--- src/design/xor_exec_pkg.sv ---
package xor_exec_pkg;

    localparam int INSTR_W = 14;
    localparam int DATA_W = 8;
    localparam int ADDR_W = 7;
    localparam int FILE_DEPTH = 128;

    // Opcode fields: literal form uses bits 13:8, file form bits 13:8 as well
    localparam logic [5:0] LIT_XOR_OPC = 6'h3A;
    localparam logic [5:0] FILE_XOR_OPC = 6'h06;
    localparam int OPC_MSB = 13;
    localparam int OPC_LSB = 8;
    localparam int DEST_BIT = 7;

    localparam logic [DATA_W-1:0] ACC_RESET = 8'h00;
    localparam logic ZERO_RESET = 1'b0;

endpackage : xor_exec_pkg

--- src/design/file_reg_mem.sv ---
module file_reg_mem
    import xor_exec_pkg::*;
(
    input wire logic mclk,
    input wire logic [xor_exec_pkg::ADDR_W-1:0] rd_addr,
    output logic [xor_exec_pkg::DATA_W-1:0] rd_data,
    input wire logic wr_en,
    input wire logic [xor_exec_pkg::ADDR_W-1:0] wr_addr,
    input wire logic [xor_exec_pkg::DATA_W-1:0] wr_data
);
    import xor_exec_pkg::*;

    logic [DATA_W-1:0] mem [FILE_DEPTH];

    // Registered read; no reset on storage, like a real register file array
    always_ff @(posedge mclk)
    begin
        if (wr_en)
        begin
            mem[wr_addr] <= wr_data;
        end
        rd_data <= mem[rd_addr];
    end

endmodule : file_reg_mem

--- src/design/xor_instruction_execute.sv ---
module xor_instruction_execute
    import xor_exec_pkg::*;
(
    input wire logic mclk,
    input wire logic rst,
    input wire logic instr_valid,
    input wire logic [xor_exec_pkg::INSTR_W-1:0] instr,
    input wire logic ext_wr_en,
    input wire logic [xor_exec_pkg::ADDR_W-1:0] ext_wr_addr,
    input wire logic [xor_exec_pkg::DATA_W-1:0] ext_wr_data,
    output logic [xor_exec_pkg::DATA_W-1:0] acc,
    output logic zero_flag,
    output logic busy,
    output logic done,
    output logic [xor_exec_pkg::DATA_W-1:0] file_rd_data
);
    import xor_exec_pkg::*;

    // Instruction is taken in one cycle, the file read costs one more.
    typedef enum logic [0:0] {IDLE, EXEC} state_t;

    // What the current word asks for; anything else passes untouched
    typedef enum logic [1:0] {OP_NONE, OP_LIT, OP_FILE} op_kind_t;

    typedef enum logic [0:0] {TO_ACC, TO_FILE} dest_t;

    typedef struct packed {
        state_t state;
        logic [DATA_W-1:0] acc;
        logic zero;
        logic done;
        dest_t dest;
        logic [ADDR_W-1:0] addr;
    } core_t;

    // Only the core state is cleared; file storage keeps its contents
    localparam core_t CORE_RESET = '{
        state: IDLE,
        acc: ACC_RESET,
        zero: ZERO_RESET,
        done: 1'b0,
        dest: TO_ACC,
        addr: '0
    };

    function automatic logic [5:0] opcode_of
    (
        input logic [INSTR_W-1:0] w
    );
        return w[OPC_MSB:OPC_LSB];
    endfunction : opcode_of

    function automatic logic [DATA_W-1:0] literal_of
    (
        input logic [INSTR_W-1:0] w
    );
        return w[DATA_W-1:0];
    endfunction : literal_of

    function automatic logic [ADDR_W-1:0] file_addr_of
    (
        input logic [INSTR_W-1:0] w
    );
        return w[ADDR_W-1:0];
    endfunction : file_addr_of

    function automatic dest_t dest_of
    (
        input logic [INSTR_W-1:0] w
    );
        return dest_t'(w[DEST_BIT]);
    endfunction : dest_of

    function automatic logic [DATA_W-1:0] xor_of
    (
        input logic [DATA_W-1:0] a,
        input logic [DATA_W-1:0] b
    );
        return a ^ b;
    endfunction : xor_of

    function automatic logic is_zero
    (
        input logic [DATA_W-1:0] v
    );
        return v == '0;
    endfunction : is_zero

    function automatic op_kind_t decode_kind
    (
        input logic [INSTR_W-1:0] w
    );
        op_kind_t k;
        unique case (opcode_of(w))
            LIT_XOR_OPC:
            begin
                k = OP_LIT;
            end
            FILE_XOR_OPC:
            begin
                k = OP_FILE;
            end
            default:
            begin
                k = OP_NONE;
            end
        endcase
        return k;
    endfunction : decode_kind

    core_t st_reg;
    core_t st_next;
    op_kind_t kind;

    logic [DATA_W-1:0] rd_data;
    logic [ADDR_W-1:0] rd_addr;
    logic mem_wr;
    logic [ADDR_W-1:0] mem_waddr;
    logic [DATA_W-1:0] mem_wdata;
    logic [DATA_W-1:0] lit_result;
    logic [DATA_W-1:0] file_result;

    assign kind = decode_kind(instr);
    // The read address follows the live word so the operand is ready one edge after taking
    assign rd_addr = file_addr_of(instr);
    assign lit_result = xor_of(st_reg.acc, literal_of(instr));
    // Operand is the registered read launched at the taking edge
    assign file_result = xor_of(st_reg.acc, rd_data);

    file_reg_mem u_mem (
        .mclk(mclk),
        .rd_addr(rd_addr),
        .rd_data(rd_data),
        .wr_en(mem_wr),
        .wr_addr(mem_waddr),
        .wr_data(mem_wdata)
    );

    always_comb
    begin
        st_next = st_reg;
        st_next.done = 1'b0;
        mem_wr = ext_wr_en;
        mem_waddr = ext_wr_addr;
        mem_wdata = ext_wr_data;
        unique case (st_reg.state)
            IDLE:
            begin
                if (instr_valid)
                begin
                    unique case (kind)
                        OP_LIT:
                        begin
                            st_next.acc = lit_result;
                            // Only the zero flag moves; no other status bit lives here
                            st_next.zero = is_zero(lit_result);
                            st_next.done = 1'b1;
                        end
                        OP_FILE:
                        begin
                            st_next.dest = dest_of(instr);
                            st_next.addr = file_addr_of(instr);
                            st_next.state = EXEC;
                        end
                        OP_NONE:
                        begin
                            st_next.done = 1'b0;
                        end
                    endcase
                end
            end
            EXEC:
            begin
                // Words arriving now are dropped, not queued
                st_next.zero = is_zero(file_result);
                unique case (st_reg.dest)
                    TO_FILE:
                    begin
                        // Core write wins over an external write in the same slot
                        mem_wr = 1'b1;
                        mem_waddr = st_reg.addr;
                        mem_wdata = file_result;
                    end
                    TO_ACC:
                    begin
                        st_next.acc = file_result;
                    end
                endcase
                st_next.done = 1'b1;
                st_next.state = IDLE;
            end
        endcase
    end

    always_ff @(posedge mclk)
    begin
        if (rst)
        begin
            st_reg <= CORE_RESET;
        end
        else
        begin
            st_reg <= st_next;
        end
    end

    assign acc = st_reg.acc;
    assign zero_flag = st_reg.zero;
    assign done = st_reg.done;
    assign busy = st_reg.state == EXEC;
    assign file_rd_data = rd_data;

endmodule : xor_instruction_execute

--- config.mk ---
export PLATFORM = sky130hd
export DESIGN_NAME = xor_instruction_execute
export DESIGN_NICKNAME = d
export VERILOG_FILES = /design/src/design/xor_exec_pkg.sv /design/src/design/file_reg_mem.sv /design/src/design/xor_instruction_execute.sv
export SDC_FILE = /design/constraint.sdc
export NUM_CORES = 1
export LEC_CHECK = 0
export BUFFER_PORTS_ARGS = -buffer_cell sky130_fd_sc_hd__buf_2
export CORE_MARGIN = 1
export CORE_UTILIZATION = 45
export CTS_BUF_LIST = sky130_fd_sc_hd__clkbuf_8
export CTS_CLUSTER_DIAMETER = 40
export DETAILED_ROUTE_END_ITERATION = 8
export GPL_TIMING_DRIVEN = 1
export MAX_ROUTING_LAYER = met4
export PLACE_DENSITY_LB_ADDON = 0.05
export SETUP_SLACK_MARGIN = 0.15
export SYNTH_ARGS = -nofsm -noshare
export SYNTH_HDL_FRONTEND = slang
export SYNTH_SLANG_ARGS = --single-unit
export TNS_END_PERCENT = 1
--- constraint.sdc ---
create_clock -name mclk -period 6.9 [get_ports mclk]
set_clock_uncertainty 0.1 [all_clocks]
set_input_delay 0.345 -clock mclk [delete_from_list [all_inputs] [get_ports mclk]]
set_output_delay 0.345 -clock mclk [all_outputs]
set_load 0.1 [all_outputs]
After elaboration in Yosys (flattened, before gate mapping)
Memory sizes are Yosys's and may differ from the RTL's. A register that Yosys moved wholly into a read port is not among the register bits.
Cells that the tools add are included.
Widths: inputs -> output; s select.
- equal/unequal tests: 7
- muxes and demuxes: 16
- bitwise logic cells: 3
- reductions and logical operators: 5
- operators with widths (cell ; count):
    $mux 8 ; 4
    $pmux 11 s2 ; 1
    $mux 19 ; 1
    $logic_not 8->1 ; 2
    $xor 8x8->8 ; 2
    $mux 7 ; 2
    $mux 9 ; 1
    $eq 6x3->1 const B ; 1
    $eq 6x6->1 const B ; 1
    $mux 1 ; 6
    $reduce_and 3->1 ; 2
    $ne 2x2->1 const B ; 2
    $pmux 2 s2 ; 1
    $eq 2x1->1 const B ; 1
    $eq 2x2->1 const B ; 1
    $ne 2x1->1 const B ; 1
    $reduce_and 2->1 ; 1
    $not 1->1 ; 1
- register bits after elaboration: 19
- memory bits (writable): 1024
- input port bits: 33
- output and inout port bits: 19
- word-level logic and storage cells: 38
- memories: 1
- memories (memory ; words ; bits a word ; read ports ; clocked after Yosys merged registers in ; wr ports ; RTL line ; text):
    u_mem.mem ; 128 ; 8 ; 1 ; 1 ; 1 ; file_reg_mem.sv:13 ; logic [DATA_W-1:0] mem [FILE_DEPTH];

Depth between registers and ports, before layout
- depth after elaboration: 6
- depth in mapped cells: 7
- mapped depth without buffers: 4

Cells and area by module
A second synthesis with hierarchy kept.
- cell total of the unflattened synthesis: 1806
- area total of the unflattened synthesis: 41026.8 um^2
- by module, submodules not included (module ; instances ; cells an instance ; area each (um^2) ; sequential area each (um^2)):
    file_reg_mem ; 1 ; 1635 ; 39665.5 ; 30909.6
    xor_instruction_execute ; 1 ; 171 ; 1361.3 ; 380.4

Least setup slack after synthesis
OpenSTA, ideal clock, no wires.
- path type: register to register
- from: reg st_reg (netlist bit busy)
- to: mem u_mem.mem[0][5], data pin
- library setup time: 1.198 ns
- data arrival time: 6.756 ns
- required time: 5.602 ns
- path slack: -1.154 ns
- cell stages (with the launch flop): 6
- path buffers: 3
- period minus slack after synthesis: 8.054 ns
- cell sequence: dfxtp_1 > clkbuf_1 > nand2_1 > clkbuf_1 > clkbuf_1 > o21ai_0
- cells in the longest elaborated chain, start to end: 1
- ends and longest elaborated chain (item ; RTL line ; text):
    start, declared ; xor_instruction_execute.sv:111 ; core_t st_reg;
    start signal, assigned ; xor_instruction_execute.sv:203 ; st_reg <= st_next;
    $mux 8 ; xor_instruction_execute.sv:146 ; unique case (st_reg.state)
    via mem_wdata[5] ; xor_instruction_execute.sv:119 ; logic [DATA_W-1:0] mem_wdata;
    end, declared ; file_reg_mem.sv:13 ;
The timed path passes the listed nets, and every way through them passes these cells.

Worst setup path after layout
- from: reg st_reg (netlist bit busy)
- to: mem u_mem.mem[117][1] (enable)
- cells in the longest elaborated chain, start to end: 3
- elaborated cells on any way between the ends: 4
- those cells by class: 4 x mux
- ends and longest elaborated chain (item ; RTL line ; text):
    $mux 1 ; xor_instruction_execute.sv:146 ;
    $mux 1 ; file_reg_mem.sv:18 ; if (wr_en)
    $mux 1 (not written as such) ; file_reg_mem.sv:20 ; mem[wr_addr] <= wr_data;
Parallel ways exist; a longest one is shown, timed or not.

==> results.md <==
- Leak: 14.4 nW
- Net switching power: 3.01 mW
- Core Footprint: 90100 µm²
- Clock latency on the worst-skew pair: 830 ps
- WS Path Type: flop to flop
- Seq/Total Area, Yosys: 76.2%
- # IOs: 52
- Initial antenna violation count: 11
- Fmax: 221 MHz
- WL per Instance: 31.1 µm
- Detailed Route WL: 103000 µm
- Switch share: 23.1%
- Gate power share: 5.8%
- Headroom to the max-slew limit: 18.4%
- Post-route DRC: 0
- Post-synth EDFFs: 1024
- TritonCTS Sinks: 1051
- Clock network power share: 40.0%
- CP Launch Type: flop
- Share of synthesized registers carrying an async set or reset: 0%
- Final Cycle Share: 65.6%
- Initial DRT Pass Iterations: 6
- Synth top area cells: edfxtp_1 75%, mux4_2 18%, nor2_1 1.3%
- P&R area growth vs syn: 12.3%
- Post-Syn Nets: 1850
- Largest Register: u_mem.mem
- PortBufs: 51
- Detail Route Antenna Nets: 0
- Vias in the first global route: 20200
- Fillers: 7113
- Hold Slack: 97.8 ps
- DR vias: 19400
- Time the worst path needs with I/O delays and setup: 4530 ps
- Initial Util: 45.5%
- Cell Area, Synth: 41000 µm²
- HPWL Detailed: 63500 µm
- Setup violations, final: 0
- Post-CTS setup repair buffer count: 0
- Synth warnings: 0
- Critical path required time: 7240 ps
- CTS H-Tree Depth: 4
- Total negative slack: 0 ps
- Worst vdd ir: 0.000189 V
- Drt via density: 5.88
- Die width: 304 µm
- Synth area leader: edfxtp_1
- Max reg flops: 1024
- Worst slack at placement: 2270 ps
- Post-Layout Inst Area: 46100 µm²
- CTS tree: done
- Ys flop type: edfxtp_1
- Worst-case clock buffer depth: 3
- Post-route setup slack: 2370 ps
- # rows: 110
- Slew Viols, Final: 0
- Synthesis-stage register bit count: 1051
- Distinct cells, synth: 32
- Unrepaired setup endpoints after global routing: no
- GP Congestion: 0.815
- Status: finished, final reports clean
- Largest net degree at the start of global routing: 97
- Synth Instances: 1817
- Pwr Density: 283 nW/µm²
- First-pass GRT wire length: 149000 µm
- Total CTS buffers: 176
- Die Ht: 304 µm
- Layout cells sized above 1: 31.4%
- Root Buffer: clkbuf_8
- Max cap viols: 0
- Total global routing overflow: 0
- Final nets: 2013
- CP Capture Type: flop
- Drt initial violations: 1786
- DIE AREA: 92400 µm²
- Internal power: 10.0 mW
- Hold Vio Cnt, Final: 0
- Post-CTS Resized: 0
- # hold bufs at CTS: 5
- Top post-synthesis cells by count: 1024 x edfxtp_1, 336 x mux4_2, 146 x nor2_1
- Clock slew at reported path FFs: 60 ps
- Total GRT Usage: 23.5%
- Worst-path maximum fanout: 35
- Cell area after placement: 42700 µm²
- Reg power frac: 54.1%
- Worst Hold Class: primary input to flop
- Most frequent cell after synthesis: edfxtp_1
- Worst-margin pin slew: 1220 ps
- Synth Area per Inst: 22.6 µm²
- Critical Path AT: 4870 ps
- Post-synth top area share: 74.9%
## worst max-delay path: stages (launching register included)
cell and delay (ps):
dfxtp_1 1120, nand2_1 130, buf_4 310, mux2i_1 500, nand3_1 840, buf_4 490
nor2_1 620
## through the flow
step | instances | power (mW) | util, %
floorplan | 1817 | 7.69 | -
global placement | 2973 | 7.96 | 47.4
detailed placement | 2973 | 7.96 | 47.4
CTS | 3298 | 13.2 | 51.1
global route | 3301 | 13.5 | 51.1
finish | 3302 | 13.0 | 51.1
## metal layers
layer,share of wire [%],global-route usage [%],routed length [µm]
met4,2.3,7.01,2340
met1,44,33.3,45700
met5,0,-,0
met2,47,34.9,48800
met3,5.8,4.41,6010
## cell families after synthesis
logic type,share of synthesized area (%)
multiplexers,18.9
AND/OR/NAND/NOR,2.40
AO/OA/AOI/OAI,0.789
buffers and inverters,1.34
XOR/XNOR,0.341
flip-flops,76.2
## power groups by stage
stage	clock network, mW	registers (mW)	logic, mW
global route	5.60	7.05	0.800
global placement	0	7.19	0.768
floorplan	0	7.27	0.421
finish	5.22	7.06	0.761
detailed placement	0	7.19	0.774
CTS	5.33	7.06	0.777
## cells in the final DEF, fill, tap and decap left out, types with 8 or more instances in the layout
cell      synthesis  final
buf_2            13     47
a22o_1            8      8
o31ai_1          11     11
mux4_2          336    336
dfxtp_1          27     27
inv_1             9     65
xnor2_1          16     16
mux2i_1           9      9
o21ai_0          17      9
a21oi_1           9      9
clkbuf_8          0    183
mux2_2            9      9
clkinv_1          0     41
nand3_1          13     13
nor2_1          146    146
or4_1             8      8
nand2_1          34     34
o21ai_4           0      8
buf_4            19     38
clkinv_2          0     17
edfxtp_1       1024   1024
## area by class of cell
class	count	area (µm²)	share of cell area [%]
multi-input cells	647	9310	20.2
clock buffers	183	2520	5.47
well taps	1176	1470	3.19
flip-flops and latches	1051	31300	67.9
clock inverters	137	797	1.73
diodes	4	10.0	0.0217
repair buffers	95	661	1.43
inverters	9	33.8	0.0733
## path summary, 6_finish.rpt
path	end	cells past startpoint	slack, ps	from
setup / recovery	u_mem.mem[117][1]	6	2370	busy
hold / removal	acc[4]	4	100	instr_valid
setup reg to reg	u_mem.mem[117][1]	6	2370	busy
hold reg to reg	zero_flag	3	460	zero_flag
(Power assumes the default switching activity.)
